===== src/rtl/sssrb_pkg.sv =====
/*
 * constants, bit positions, enums and timing for the sensor status reporting bank.
 * assumes a single 50 MHz clock domain and a command parser on the same clock.
 */
//Contract
//- device bit 0 ORs static-fault bits 1-4
//- device bit 2 marks possibly wrong result
//- bit 3 warning, indicator flashes red slowly
//- bit 4 critical, indicator flashes red fast
//- legacy setting command locks, bit 7 set
//- other-channel setting under lock rejected, -200
//- bit 8 PLL lock, internal always 1
//- questionable bit 3 summarises power register
//- questionable bit 8 summarises zeroing register
//- questionable bit 9 flags power-up self-test failure
//- power bit 1 flags corrupt measurement data
//- power bit 5 flags stale zero correction
//- zeroing bit 1 flags failed zeroing
//- event latch readable, enable mask read/write
//- event bit 0 on operation complete
//- event bit 2 on query error
//- event bit 3 on device error, code queued
//- event bit 4 on execution error, code queued
//- event bit 5 on command error, code queued
//- event bit 6 manual, bit 7 power on
//- summary bit 5 from enabled event bits
//- summary bit 3 from enabled questionable events
package sssrb_pkg;
	localparam int REG_W   = 16;                  // status register width
	localparam int EVT_W   = 8;                   // standard event width
	// device status bit positions
	localparam int DEV_SUM       = 0;
	localparam int DEV_NOMEAS    = 1;
	localparam int DEV_ERRONEOUS = 2;
	localparam int DEV_WARN      = 3;
	localparam int DEV_CRIT      = 4;
	localparam int DEV_LEGACY    = 7;
	localparam int DEV_PLL       = 8;
	// questionable bit positions
	localparam int QUES_POWER    = 3;
	localparam int QUES_ZERO     = 8;
	localparam int QUES_POST     = 9;
	localparam int QPOW_CORRUPT  = 1;
	localparam int QPOW_ZERONEED = 5;
	localparam int QCAL_FAIL     = 1;
	// standard event bit positions
	localparam int SEV_OPC    = 0;
	localparam int SEV_QUERY  = 2;
	localparam int SEV_DEVDEP = 3;
	localparam int SEV_EXEC   = 4;
	localparam int SEV_CMD    = 5;
	localparam int SEV_USER   = 6;
	localparam int SEV_PON    = 7;
	// reset values
	localparam logic [7:0]  LATCH_RESET = 8'h80;  // power-on bit set out of reset
	localparam logic [7:0]  MASK_RESET  = 8'h00;
	localparam logic [15:0] QENA_RESET = 16'h0000;
	localparam logic [15:0] DEV_USED   = 16'h019F; // defined device bits
	localparam logic [15:0] ERR_LEGACY = 16'hFF38; // -200, legacy lock refusal
	// synchroniser lanes for pin inputs
	localparam int SYNC_W     = 9;
	localparam int PIN_FAULT0 = 0;                // four static faults, lanes 0..3
	localparam int PIN_PLL    = 4;
	localparam int PIN_CORRUPT = 5;
	localparam int PIN_ZINV   = 6;
	localparam int PIN_ZFAIL  = 7;
	localparam int PIN_POST   = 8;
	// indicator timing
	localparam int CLK_PERIOD_NS = 20;
	localparam int SLOW_HALF_MS  = 500;           // slow flash half period
	localparam int FAST_HALF_MS  = 100;           // fast flash half period
	localparam int SLOW_HALF_CYC = SLOW_HALF_MS * 1000000 / CLK_PERIOD_NS;
	localparam int FAST_HALF_CYC = FAST_HALF_MS * 1000000 / CLK_PERIOD_NS;
	localparam int LED_CNT_W     = 26;
	// register selection for queries
	typedef enum logic [2:0] {SEL_DEV, SEL_QUES, SEL_QPOW, SEL_QCAL, SEL_EVTLATCH, SEL_EVTMASK, SEL_QENA} sssrb_sel_t;
	// class of a reported error
	typedef enum logic [1:0] {ERR_DEVDEP, ERR_EXEC, ERR_CMD} sssrb_err_t;
	// indicator pattern
	typedef enum logic [1:0] {LED_OFF, LED_SLOW, LED_FAST} sssrb_led_t;
endpackage : sssrb_pkg


===== src/rtl/sssrb_reg_if.sv =====
/*
 * carrier between the bank and one condition/event register pair.
 * assumes both ends sit on the bank clock.
 */
`timescale 1ns/100ps
interface sssrb_reg_if #(parameter int W = 16);
	logic [W-1:0] cond;   // live condition bits
	logic         rdEvt;  // event view read, clears it
	logic [W-1:0] evt;    // latched events
	modport latch (input cond, input rdEvt, output evt);
	modport owner (output cond, output rdEvt, input evt);
endinterface : sssrb_reg_if


===== src/rtl/sssrb_status_bank.sv =====
/*
 * status register bank: device, questionable, power, zeroing, standard event and mask.
 * assumes command, query and error strobes come from a parser on sys_clk; fault pins are asynchronous.
 */
`timescale 1ns/100ps
module sssrb_status_bank #(
	parameter int SLOW_CYC = sssrb_pkg::SLOW_HALF_CYC, // slow flash half period in cycles
	parameter int FAST_CYC = sssrb_pkg::FAST_HALF_CYC  // fast flash half period in cycles
) (
	input  wire logic                         sys_clk,
	input  wire logic                         resetn,
	input  wire logic [3:0]                   staticFault,   // pins: no-meas, erroneous, warning, critical
	input  wire logic                         pllLocked,     // pin: reference PLL synchronised
	input  wire logic                         measCorrupt,   // pin: measurement data corrupt
	input  wire logic                         zeroInvalid,   // pin: zero correction stale
	input  wire logic                         zeroFailed,    // pin: zeroing failed
	input  wire logic                         postFailed,    // pin: power-up self test failed
	input  wire logic                         reference_source_select, // 1 = external reference
	input  wire logic                         cmdValid,      // command strobe
	input  wire logic                         cmdLegacy,     // command came on legacy channel
	input  wire logic                         cmdIsSetting,  // command is a setting, not a query
	input  wire logic                         legacyClose,   // legacy channel closed
	input  wire logic                         opcReceived,   // operation-complete command seen
	input  wire logic                         allDone,       // every earlier command finished
	input  wire logic                         queryErr,      // read without query or unread data
	input  wire logic                         manualReq,     // switched to manual control
	input  wire logic                         errReport,     // parser reports an error
	input  wire sssrb_pkg::sssrb_err_t        errClass,      // class of that error
	input  wire logic [15:0]                  errCodeIn,     // its code
	input  wire logic                         rdReq,         // register query strobe
	input  wire sssrb_pkg::sssrb_sel_t        rdSel,         // which register
	input  wire logic                         rdCond,        // 1 = condition view
	input  wire logic                         maskWr,        // write event mask
	input  wire logic                         qenaWr,        // write questionable enable
	input  wire logic [15:0]                  wrData,        // write data
	output logic [15:0]                       rdData_r,      // query answer
	output logic                              rdValid_r,     // answer valid pulse
	output logic                              cmdAccept_r,   // command accepted pulse
	output logic                              cmdReject_r,   // command refused pulse
	output logic                              errValid_r,    // error code to queue pulse
	output logic [15:0]                       errCode_r,     // error code
	output logic                              ledRed_r,      // red status indicator
	output logic                              standard_event_summary_r, // status byte bit 5
	output logic                              quesSummary_r  // status byte bit 3
);
	import sssrb_pkg::*;

	if (SLOW_CYC < 1 || FAST_CYC < 1 || SLOW_CYC >= (1 << LED_CNT_W) || FAST_CYC >= (1 << LED_CNT_W)) begin : g_bad_led
		$error("flash period does not fit counter");
	end

	// whole module state
	typedef struct packed {
		logic [SYNC_W-1:0]    sync1;      // first synchroniser stage
		logic [SYNC_W-1:0]    sync2;      // second synchroniser stage
		logic                 legacyLock; // legacy channel owns settings
		logic                 opcPending; // operation complete awaited
		logic [EVT_W-1:0]     sevLatch;   // standard event latch
		logic [EVT_W-1:0]     sevMask;    // standard event mask
		logic [REG_W-1:0]     qena;       // questionable enable
		sssrb_led_t           ledPat;     // indicator pattern
		logic [LED_CNT_W-1:0] ledCnt;     // flash counter
		logic                 ledRed;
		logic [REG_W-1:0]     rdData;
		logic                 rdValid;
		logic                 cmdAccept;
		logic                 cmdReject;
		logic                 errValid;
		logic [15:0]          errCode;
		logic                 sevSum;
		logic                 quesSum;
		logic [1:0]           age;        // cycles since reset, saturating
	} sssrb_top_t;

	sssrb_top_t st_r;   // registered state
	sssrb_top_t st_nxt; // next state

	sssrb_reg_if #(.W(REG_W)) devIf  ();  // device status
	sssrb_reg_if #(.W(REG_W)) quesIf ();  // questionable
	sssrb_reg_if #(.W(REG_W)) qpowIf ();  // questionable power
	sssrb_reg_if #(.W(REG_W)) qcalIf ();  // questionable zeroing

	logic [SYNC_W-1:0] pinRaw;  // pins gathered for synchronising
	logic              reject;  // setting refused under legacy lock
	logic              pllOk;   // reference lock as reported
	logic              isEvtRd; // query targets an event view

	assign pinRaw = {postFailed, zeroFailed, zeroInvalid, measCorrupt, pllLocked, staticFault};

	// legacy refusal: setting from a non-legacy channel while locked
	assign reject  = cmdValid && cmdIsSetting && !cmdLegacy && st_r.legacyLock;
	// internal reference always reports locked
	assign pllOk   = !reference_source_select || st_r.sync2[PIN_PLL];
	assign isEvtRd = rdReq && !rdCond;

	// device condition view, undefined bits tied low
	always_comb begin
		devIf.cond                = '0;
		devIf.cond[DEV_NOMEAS]    = st_r.sync2[PIN_FAULT0];
		devIf.cond[DEV_ERRONEOUS] = st_r.sync2[PIN_FAULT0 + 1];
		devIf.cond[DEV_WARN]      = st_r.sync2[PIN_FAULT0 + 2];
		devIf.cond[DEV_CRIT]      = st_r.sync2[PIN_FAULT0 + 3];
		devIf.cond[DEV_SUM]       = |st_r.sync2[PIN_FAULT0 +: 4];
		devIf.cond[DEV_LEGACY]    = st_r.legacyLock;
		devIf.cond[DEV_PLL]       = pllOk;
	end

	// questionable family condition views
	always_comb begin
		qpowIf.cond                = '0;
		qpowIf.cond[QPOW_CORRUPT]  = st_r.sync2[PIN_CORRUPT];
		qpowIf.cond[QPOW_ZERONEED] = st_r.sync2[PIN_ZINV];
		qcalIf.cond                = '0;
		qcalIf.cond[QCAL_FAIL]     = st_r.sync2[PIN_ZFAIL];
		quesIf.cond                = '0;
		quesIf.cond[QUES_POWER]    = |qpowIf.evt;
		quesIf.cond[QUES_ZERO]     = |qcalIf.evt;
		quesIf.cond[QUES_POST]     = st_r.sync2[PIN_POST];
	end

	// event-view reads clear the chosen latch
	assign devIf.rdEvt  = isEvtRd && rdSel == SEL_DEV;
	assign quesIf.rdEvt = isEvtRd && rdSel == SEL_QUES;
	assign qpowIf.rdEvt = isEvtRd && rdSel == SEL_QPOW;
	assign qcalIf.rdEvt = isEvtRd && rdSel == SEL_QCAL;

	sssrb_evt_latch #(.W(REG_W)) u_dev (
		.sys_clk (sys_clk),
		.resetn  (resetn),
		.port    (devIf)
	);
	sssrb_evt_latch #(.W(REG_W)) u_ques (
		.sys_clk (sys_clk),
		.resetn  (resetn),
		.port    (quesIf)
	);
	sssrb_evt_latch #(.W(REG_W)) u_qpow (
		.sys_clk (sys_clk),
		.resetn  (resetn),
		.port    (qpowIf)
	);
	sssrb_evt_latch #(.W(REG_W)) u_qcal (
		.sys_clk (sys_clk),
		.resetn  (resetn),
		.port    (qcalIf)
	);

	// next-state logic for the whole bank
	always_comb begin
		st_nxt           = st_r;
		st_nxt.sync1     = pinRaw;
		st_nxt.sync2     = st_r.sync1;
		st_nxt.age       = (st_r.age == 2'h3) ? st_r.age : st_r.age + 2'h1;
		st_nxt.cmdAccept = 1'b0;
		st_nxt.cmdReject = 1'b0;
		st_nxt.errValid  = 1'b0;
		st_nxt.rdValid   = 1'b0;

		// legacy lock: a legacy setting command wins over a close in the same cycle
		if (legacyClose) begin
			st_nxt.legacyLock = 1'b0;
		end
		if (cmdValid && cmdIsSetting && cmdLegacy) begin
			st_nxt.legacyLock = 1'b1;
		end
		// command outcome
		if (reject) begin
			st_nxt.cmdReject = 1'b1;
		end else if (cmdValid) begin
			st_nxt.cmdAccept = 1'b1;
		end

		// standard event latch: a read clears, sets in the same cycle survive
		if (rdReq && rdSel == SEL_EVTLATCH) begin
			st_nxt.sevLatch = '0;
		end
		if (opcReceived) begin
			st_nxt.opcPending = 1'b1;
		end
		if ((st_r.opcPending || opcReceived) && allDone) begin
			st_nxt.sevLatch[SEV_OPC] = 1'b1;
			st_nxt.opcPending        = 1'b0;
		end
		if (queryErr) begin
			st_nxt.sevLatch[SEV_QUERY] = 1'b1;
		end
		if (manualReq) begin
			st_nxt.sevLatch[SEV_USER] = 1'b1;
		end
		// error reports; legacy refusal takes the code slot first
		if (reject) begin
			st_nxt.sevLatch[SEV_EXEC] = 1'b1;
			st_nxt.errValid           = 1'b1;
			st_nxt.errCode            = ERR_LEGACY;
		end
		if (errReport) begin
			case (errClass)
				ERR_DEVDEP: st_nxt.sevLatch[SEV_DEVDEP] = 1'b1;
				ERR_EXEC:   st_nxt.sevLatch[SEV_EXEC]   = 1'b1;
				ERR_CMD:    st_nxt.sevLatch[SEV_CMD]    = 1'b1;
				default:    st_nxt.sevLatch[SEV_EXEC]   = 1'b1;
			endcase
			if (!reject) begin
				st_nxt.errValid = 1'b1;
				st_nxt.errCode  = errCodeIn;
			end
		end

		// mask writes
		if (maskWr) begin
			st_nxt.sevMask = wrData[EVT_W-1:0];
		end
		if (qenaWr) begin
			st_nxt.qena = wrData;
		end

		// query answer, narrow registers zero-extended
		if (rdReq) begin
			st_nxt.rdValid = 1'b1;
			case (rdSel)
				SEL_DEV:  st_nxt.rdData = rdCond ? devIf.cond  : devIf.evt;
				SEL_QUES: st_nxt.rdData = rdCond ? quesIf.cond : quesIf.evt;
				SEL_QPOW: st_nxt.rdData = rdCond ? qpowIf.cond : qpowIf.evt;
				SEL_QCAL: st_nxt.rdData = rdCond ? qcalIf.cond : qcalIf.evt;
				SEL_EVTLATCH: st_nxt.rdData = {8'h00, st_r.sevLatch};
				SEL_EVTMASK:  st_nxt.rdData = {8'h00, st_r.sevMask};
				SEL_QENA: st_nxt.rdData = st_r.qena;
				default:  st_nxt.rdData = 16'h0000;
			endcase
		end

		// summaries toward the status byte
		st_nxt.sevSum  = |(st_r.sevLatch & st_r.sevMask);
		st_nxt.quesSum = |(quesIf.evt & st_r.qena);

		// indicator pattern, critical overrides warning
		case (st_r.ledPat)
			LED_OFF, LED_SLOW, LED_FAST: begin
				if (devIf.cond[DEV_CRIT]) begin
					st_nxt.ledPat = LED_FAST;
				end else if (devIf.cond[DEV_WARN]) begin
					st_nxt.ledPat = LED_SLOW;
				end else begin
					st_nxt.ledPat = LED_OFF;
				end
			end
			default: st_nxt.ledPat = LED_OFF;
		endcase
		// flash generator follows the current pattern
		if (st_r.ledPat == LED_OFF) begin
			st_nxt.ledCnt = '0;
			st_nxt.ledRed = 1'b0;
		end else if (st_r.ledCnt >= LED_CNT_W'((st_r.ledPat == LED_FAST) ? FAST_CYC - 1 : SLOW_CYC - 1)) begin
			st_nxt.ledCnt = '0;
			st_nxt.ledRed = !st_r.ledRed;
		end else begin
			st_nxt.ledCnt = st_r.ledCnt + LED_CNT_W'(1);
		end
	end

	// state register
	always_ff @(posedge sys_clk or negedge resetn) begin
		if (!resetn) begin
			st_r      <= '0;
			st_r.sevLatch <= LATCH_RESET;
			st_r.sevMask  <= MASK_RESET;
			st_r.qena <= QENA_RESET;
		end else begin
			st_r <= st_nxt;
		end
	end

	// outputs straight from the state register
	assign rdData_r                 = st_r.rdData;
	assign rdValid_r                = st_r.rdValid;
	assign cmdAccept_r              = st_r.cmdAccept;
	assign cmdReject_r              = st_r.cmdReject;
	assign errValid_r               = st_r.errValid;
	assign errCode_r                = st_r.errCode;
	assign ledRed_r                 = st_r.ledRed;
	assign standard_event_summary_r = st_r.sevSum;
	assign quesSummary_r            = st_r.quesSum;

	// checks next to the logic they guard
	a_dev_sum: assert property (@(posedge sys_clk) disable iff (!resetn)
		devIf.cond[DEV_SUM] == |devIf.cond[DEV_CRIT:DEV_NOMEAS])
		else $error("device summary bit wrong");
	a_erroneous_pin: assert property (@(posedge sys_clk) disable iff (!resetn)
		st_r.age == 2'h3 |-> devIf.cond[DEV_ERRONEOUS] == $past(staticFault[1], 2))
		else $error("erroneous bit not two cycles behind pin");
	a_led_slow: assert property (@(posedge sys_clk) disable iff (!resetn)
		devIf.cond[DEV_WARN] && !devIf.cond[DEV_CRIT] |=> st_r.ledPat == LED_SLOW)
		else $error("warning without slow flash");
	a_led_fast: assert property (@(posedge sys_clk) disable iff (!resetn)
		devIf.cond[DEV_CRIT] |=> st_r.ledPat == LED_FAST)
		else $error("critical without fast flash");
	a_legacy_lock: assert property (@(posedge sys_clk) disable iff (!resetn)
		cmdValid && cmdIsSetting && cmdLegacy |=> devIf.cond[DEV_LEGACY])
		else $error("legacy setting did not lock");
	a_legacy_refuse: assert property (@(posedge sys_clk) disable iff (!resetn)
		reject |=> cmdReject_r && !cmdAccept_r && errValid_r && errCode_r == ERR_LEGACY)
		else $error("locked setting not refused with -200");
	a_pll_internal: assert property (@(posedge sys_clk) disable iff (!resetn)
		st_r.age == 2'h3 |-> devIf.cond[DEV_PLL] == (!reference_source_select || $past(pllLocked, 2)))
		else $error("reference lock bit wrong");
	a_opc_bit: assert property (@(posedge sys_clk) disable iff (!resetn)
		opcReceived && allDone |=> st_r.sevLatch[SEV_OPC])
		else $error("operation complete not latched");
	a_exec_bit: assert property (@(posedge sys_clk) disable iff (!resetn)
		reject ##1 !(rdReq && rdSel == SEL_EVTLATCH) |=> st_r.sevLatch[SEV_EXEC])
		else $error("execution error bit lost");
	a_cmd_bit: assert property (@(posedge sys_clk) disable iff (!resetn)
		errReport && errClass == ERR_CMD |=> st_r.sevLatch[SEV_CMD])
		else $error("command error bit not set");
	a_event_sum: assert property (@(posedge sys_clk) disable iff (!resetn)
		standard_event_summary_r == $past(|(st_r.sevLatch & st_r.sevMask)))
		else $error("event summary mismatch");
	a_ques_sum: assert property (@(posedge sys_clk) disable iff (!resetn)
		quesSummary_r == $past(|(quesIf.evt & st_r.qena)))
		else $error("questionable summary mismatch");
	a_dev_unused: assert property (@(posedge sys_clk) disable iff (!resetn)
		rdReq && rdSel == SEL_DEV |=> rdValid_r && (rdData_r & ~DEV_USED) == 16'h0000)
		else $error("unused device bits read nonzero");

	c_refuse: cover property (@(posedge sys_clk) disable iff (!resetn) reject);
	c_latch_read: cover property (@(posedge sys_clk) disable iff (!resetn)
		rdReq && rdSel == SEL_EVTLATCH && st_r.sevLatch != 8'h00);
	c_led_fast: cover property (@(posedge sys_clk) disable iff (!resetn) st_r.ledPat == LED_FAST && $rose(ledRed_r));
	c_unlock: cover property (@(posedge sys_clk) disable iff (!resetn) st_r.legacyLock ##1 !st_r.legacyLock);
endmodule : sssrb_status_bank


===== src/rtl/sssrb_evt_latch.sv =====
/*
 * one condition/event pair: rising condition bits latch, a read clears.
 * assumes the owner drives cond and rdEvt from the same clock.
 */
`timescale 1ns/100ps
module sssrb_evt_latch #(
	parameter int W = 16
) (
	input wire logic sys_clk,
	input wire logic resetn,
	sssrb_reg_if.latch port
);
	import sssrb_pkg::*;

	// state: previous condition and latched events
	typedef struct packed {
		logic [W-1:0] prevCond;
		logic [W-1:0] evt;
	} sssrb_latch_t;

	sssrb_latch_t st_r;   // registered state
	sssrb_latch_t st_nxt; // next state

	if (W < 1 || W > REG_W) begin : g_bad_w
		$error("latch width out of range");
	end

	// rising bits set, a read clears, a set in the read cycle survives
	always_comb begin
		st_nxt          = st_r;
		st_nxt.prevCond = port.cond;
		st_nxt.evt      = (port.rdEvt ? '0 : st_r.evt) | (port.cond & ~st_r.prevCond);
	end

	// state register
	always_ff @(posedge sys_clk or negedge resetn) begin
		if (!resetn) begin
			st_r <= '0;
		end else begin
			st_r <= st_nxt;
		end
	end

	assign port.evt = st_r.evt;

	a_read_clears: assert property (@(posedge sys_clk) disable iff (!resetn)
		port.rdEvt && ((port.cond & ~st_r.prevCond) == '0) |=> port.evt == '0)
		else $error("event view not cleared by read");
endmodule : sssrb_evt_latch


===== config.mk =====
export PLATFORM = sky130hd
export DESIGN_NAME = sssrb_status_bank
export DESIGN_NICKNAME = d
export VERILOG_FILES = /design/src/rtl/sssrb_pkg.sv /design/src/rtl/sssrb_reg_if.sv /design/src/rtl/sssrb_status_bank.sv /design/src/rtl/sssrb_evt_latch.sv
export SDC_FILE = /design/constraint.sdc
export NUM_CORES = 1
export LEC_CHECK = 0
export ABC_AREA = 1
export BUFFER_PORTS_ARGS = -buffer_cell sky130_fd_sc_hd__buf_2
export CORE_MARGIN = 2
export CORE_UTILIZATION = 40
export CTS_BUF_LIST = sky130_fd_sc_hd__clkbuf_4
export CTS_CLUSTER_SIZE = 14
export DETAILED_ROUTE_END_ITERATION = 12
export GPL_TIMING_DRIVEN = 0
export PLACE_DENSITY_LB_ADDON = 0.15
export SYNTH_ARGS = -nofsm -noshare
export SYNTH_HDL_FRONTEND = slang
export SYNTH_SLANG_ARGS = --single-unit

===== constraint.sdc =====
create_clock -name sys_clk -period 2.1 [get_ports sys_clk]
set_clock_uncertainty 0.2 [all_clocks]
set_input_delay 0.105 -clock sys_clk [delete_from_list [all_inputs] [get_ports sys_clk]]
set_output_delay 0.105 -clock sys_clk [all_outputs]
set_load 0.02 [all_outputs]

==> key figures <==
Timing
  – Unrepaired setup endpoints after global routing: yes
  – Worst hold margin: -0.00166 ns
  – Tmin final: 2.18 ns
  – Setup violators final: 23
  – Fin. max-slew vios: 0
  – Worst Max-Slew Pin Slew: 0.558 ns
  – Fmax: 0.458 GHz
  – Period utilisation layout: 104%
  – Hold Vio Cnt, Final: 1
  – Setup slack after layout: -0.0811 ns
  – Relative slew margins: 62.8%

Global routing
  – Total Routing Usage GR: 19.5%
  – First-pass GRT wire length: 27300 um
  – Pin count of the biggest net entering global routing: 87
  – Vias in the first global route: 5671
  – Overflow after GRT: 0
  – Initial antenna violation count: 1

Floorplan
  – Row count: 46
  – DIE AREA: 17300 sq um
  – Core area: 15900 sq um
  – Io pins: 101
  – Vert. Die Dim: 132 um
  – Initial core utilization: 40.9%
  – Die X: 132 um

Power
  – Switching Fraction: 27.4%
  – Flop pwr share: 51.7%
  – Max rail drop VDD: 322 uV
  – Part of the power in combinational logic: 16.3%
  – Psw: 1.62 mW
  – Internal cell power: 4.28 mW
  – Clock share of power: 32.0%
  – Lkg Pwr: 4.23 nW
  – Pwr Density: 662 nW/um^2

Worst setup path
  – Worst r2r src: st_r[67]
  – Setup crit end kind: register
  – R2R cell count: 14
  – Worst path arrival time: 2.42 ns
  – Startpoint Class: register
  – WP data required: 2.34 ns
  – Crit Path Class: reg2reg
  – Max FO, Critical Path: 5
  – Reg-to-reg endpoint: st_r[52]
  – Reg2reg setup slack: -0.08 ns

Detailed routing
  – DRT Wirelength: 16000 um
  – First DRT Iteration DRCs: 358
  – Vias per Instance: 4.71
  – Remaining DRCs: 0
  – Pre-Repair DR Iteration Count: 5
  – Routed length per instance: 13.6 um
  – Vias: 5531
  – Post-route ant nets: 0

Cells and area
  – Ratio of cells with drive above 1 in the final layout: 25.7%
  – Commonest non-fill, non-tap cells in the layout: dfrtp_1 (141), nand2_1 (122), dlygate4sd3_1 (99), buf_2 (98), inv_1 (97)
  – Multi-input logic area: 2320 sq um
  – Non-filler cells, final: 1175
  – Most common cell after layout, fill and taps aside: dfrtp_1
  – FILL cells: 1444
  – Seq. cell area: 3610 sq um
  – Design Area, Final: 8910 sq um
  – Area Growth Syn to Fin: 37.0%
  – Nets: 1011

Place
  – Post-Place Cell Area: 7300 sq um
  – Port-buffer cells: 99
  – Final GP Congestion: 0.906
  – Post-DP HPWL: 10500 um
  – Pre-CTS setup slack: -0.202 ns
  – # placed instances: 1031

Clock tree
  – Clock transition at path regs: 0.13 ns
  – Worst-Skew Late Latency: 0.56 ns
  – CTS Sinks: 144
  – H-tree depth: 4
  – CTS tree: yes
  – Root Buffer: clkbuf_4
  – TritonCTS Buffers: 17
  – Max clock buf depth: 2

Logic synthesis
  – Cell count after synthesis: 715
  – Share of flip-flops with an asynchronous set or reset: 100%
  – Yosys reg bits: 144
  – Synthesized cell area: 6500 sq um
  – Synth Net Count: 780
  – Unique masters post-synth: 39
  – Post-synth EDFFs: 0
  – Share of the synthesized area in the top cell type: 55.0%
  – Post-synth top flop: dfrtp_1
  – Syn. warnings: 0
  – Area leader, netlist: dfrtp_1
  – Sequential area share after synthesis: 55.4%
  – Syn avg cell area: 9.10 sq um
  – Area contributors post-synth: dfrtp_1 (55%), nand2_1 (7.1%), inv_1 (5.7%)

Min path
  – Worst hold path class: in2reg
  – Hold Startpoint: maskWr
  – Hold Path Depth: 5
  – Hold EP: st_r[88]

Outcome
  – Status: complete, but fails checks
  – Failing checks: negative hold slack, negative setup slack

Job
  – Maxcap violations: 0
==> cells by family (layout without fill, tap and decap cells) <==
family | after synthesis | in the layout | synth area share [%]
muxes | 13 | 13 | 2.25
xor gates and xnor gates | 19 | 19 | 2.56
buffers and inverters | 149 | 392 | 10.7
AOI/OAI and AO/OA | 113 | 113 | 9.73
and+or+nand+nor | 273 | 273 | 18.7
DFF | 144 | 144 | 55.4
other | 1 | 2 | 0.0576
adders and majority gates | 3 | 3 | 0.577
==> per-layer routing <==
| metal | part of all wire [%] | vias to the layer above | track usage [%] |
|---|---|---|---|
| li1 | - | 2743 | - |
| met3 | 4.6 | 28 | 4.28 |
| met1 | 46 | 2602 | 26.4 |
| met2 | 47 | 158 | 31.0 |
| met5 | 0 | - | 0 |
| met4 | 2.1 | 0 | 7.19 |
==> repair_timing <==
action                                  4_1_cts  5_1_grt
pin swaps                                     9        8
resized for setup                            19       29
endpoints found under the hold margin       231        5
hold buffers                                 99        1
cloned                                        2        0
setup buffers                                 8        3
endpoints found under the setup margin       25       37
==> how the worst max path moves through the flow <==
stage | startpoint | end | slack [ns] | depth (start not counted)
floorplan | st_r[67] | st_r[46] | 0.13 | 13
global placement | resetn | st_r[79] | -1.30 | 1
detailed placement | st_r[67] | st_r[43] | -0.20 | 13
CTS | st_r[67] | st_r[52] | -0.11 | 14
global route | st_r[67] | st_r[62] | -0.15 | 14
finish | st_r[67] | st_r[52] | -0.08 | 14
==> synthesized netlist by cell type, types with 11 or more instances <==
cell	instances
nand2_1	123
dfrtp_1	143
buf_4	32
nor2_2	23
mux2_2	13
nor2_1	63
xor2_1	13
o21ai_0	67
o22ai_1	14
a21oi_1	14
inv_1	99
nand3_1	32
clkbuf_1	11
==> worst max-delay path: stages, from the launching register on <==
cell	delay (ns)
dfrtp_2	0.44
inv_2	0.08
nand2_4	0.08
ha_4	0.30
nand2_4	0.06
inv_4	0.05
nand3_2	0.06
nor2_2	0.12
nand3_2	0.10
nor2_2	0.11
nor2_2	0.06
nand3_4	0.09
buf_12	0.14
buf_12	0.12
nor2_2	0.03
==> per-stage QoR <==
stage          utilization (%)  total power [mW]  TNS [ns]
2_1_floorplan                -              3.54         0
3_3_place_gp              45.8              3.81   -187.62
3_5_place_dp              46.0              3.84     -3.84
4_1_cts                   55.4              5.96     -2.33
5_1_grt                   56.1              6.20     -3.24
6_report                  56.1              5.90     -1.46
==> state kept, by name, indices dropped and copies added, names as in the netlist <==
name	count
st_r	61
errValid_r	1
st_nxt	9
rdValid_r	1
u_ques.port.evt	3
cmdAccept_r	1
quesIf.cond	1
u_qpow.port.evt	2
ledRed_r	1
quesSummary_r	1
devIf.cond	5
cmdReject_r	1
u_qcal.st_r	1
errCode_r	16
standard_event_summary_r	1
qcalIf.cond	1
u_dev.st_r	7
qpowIf.cond	2
u_qpow.st_r	2
rdData_r	16
u_qcal.port.evt	1
u_dev.port.evt	7
u_ques.st_r	3
==> power groups by stage <==
stage | Clock, mW | Sequential, mW | Combinational (mW)
floorplan | 0 | 3.09 | 0.441
global placement | 0 | 3.10 | 0.713
detailed placement | 0 | 3.11 | 0.733
CTS | 1.96 | 3.05 | 0.946
global route | 2.06 | 3.08 | 1.07
finish | 1.89 | 3.05 | 0.963
==> area by class of cell <==
cell class	count	area share, %
Antenna cell	1	0.0281
Tap cell	216	3.03
Multi-Input combinational cell	422	26.0
Buffer	46	3.75
Inverter	103	4.37
Timing Repair Buffer	212	18.9
Sequential cell	144	40.5
Clock buffer	19	1.60
Clock inverter	12	1.80
No activity file was read; power rests on OpenSTA's default activity.
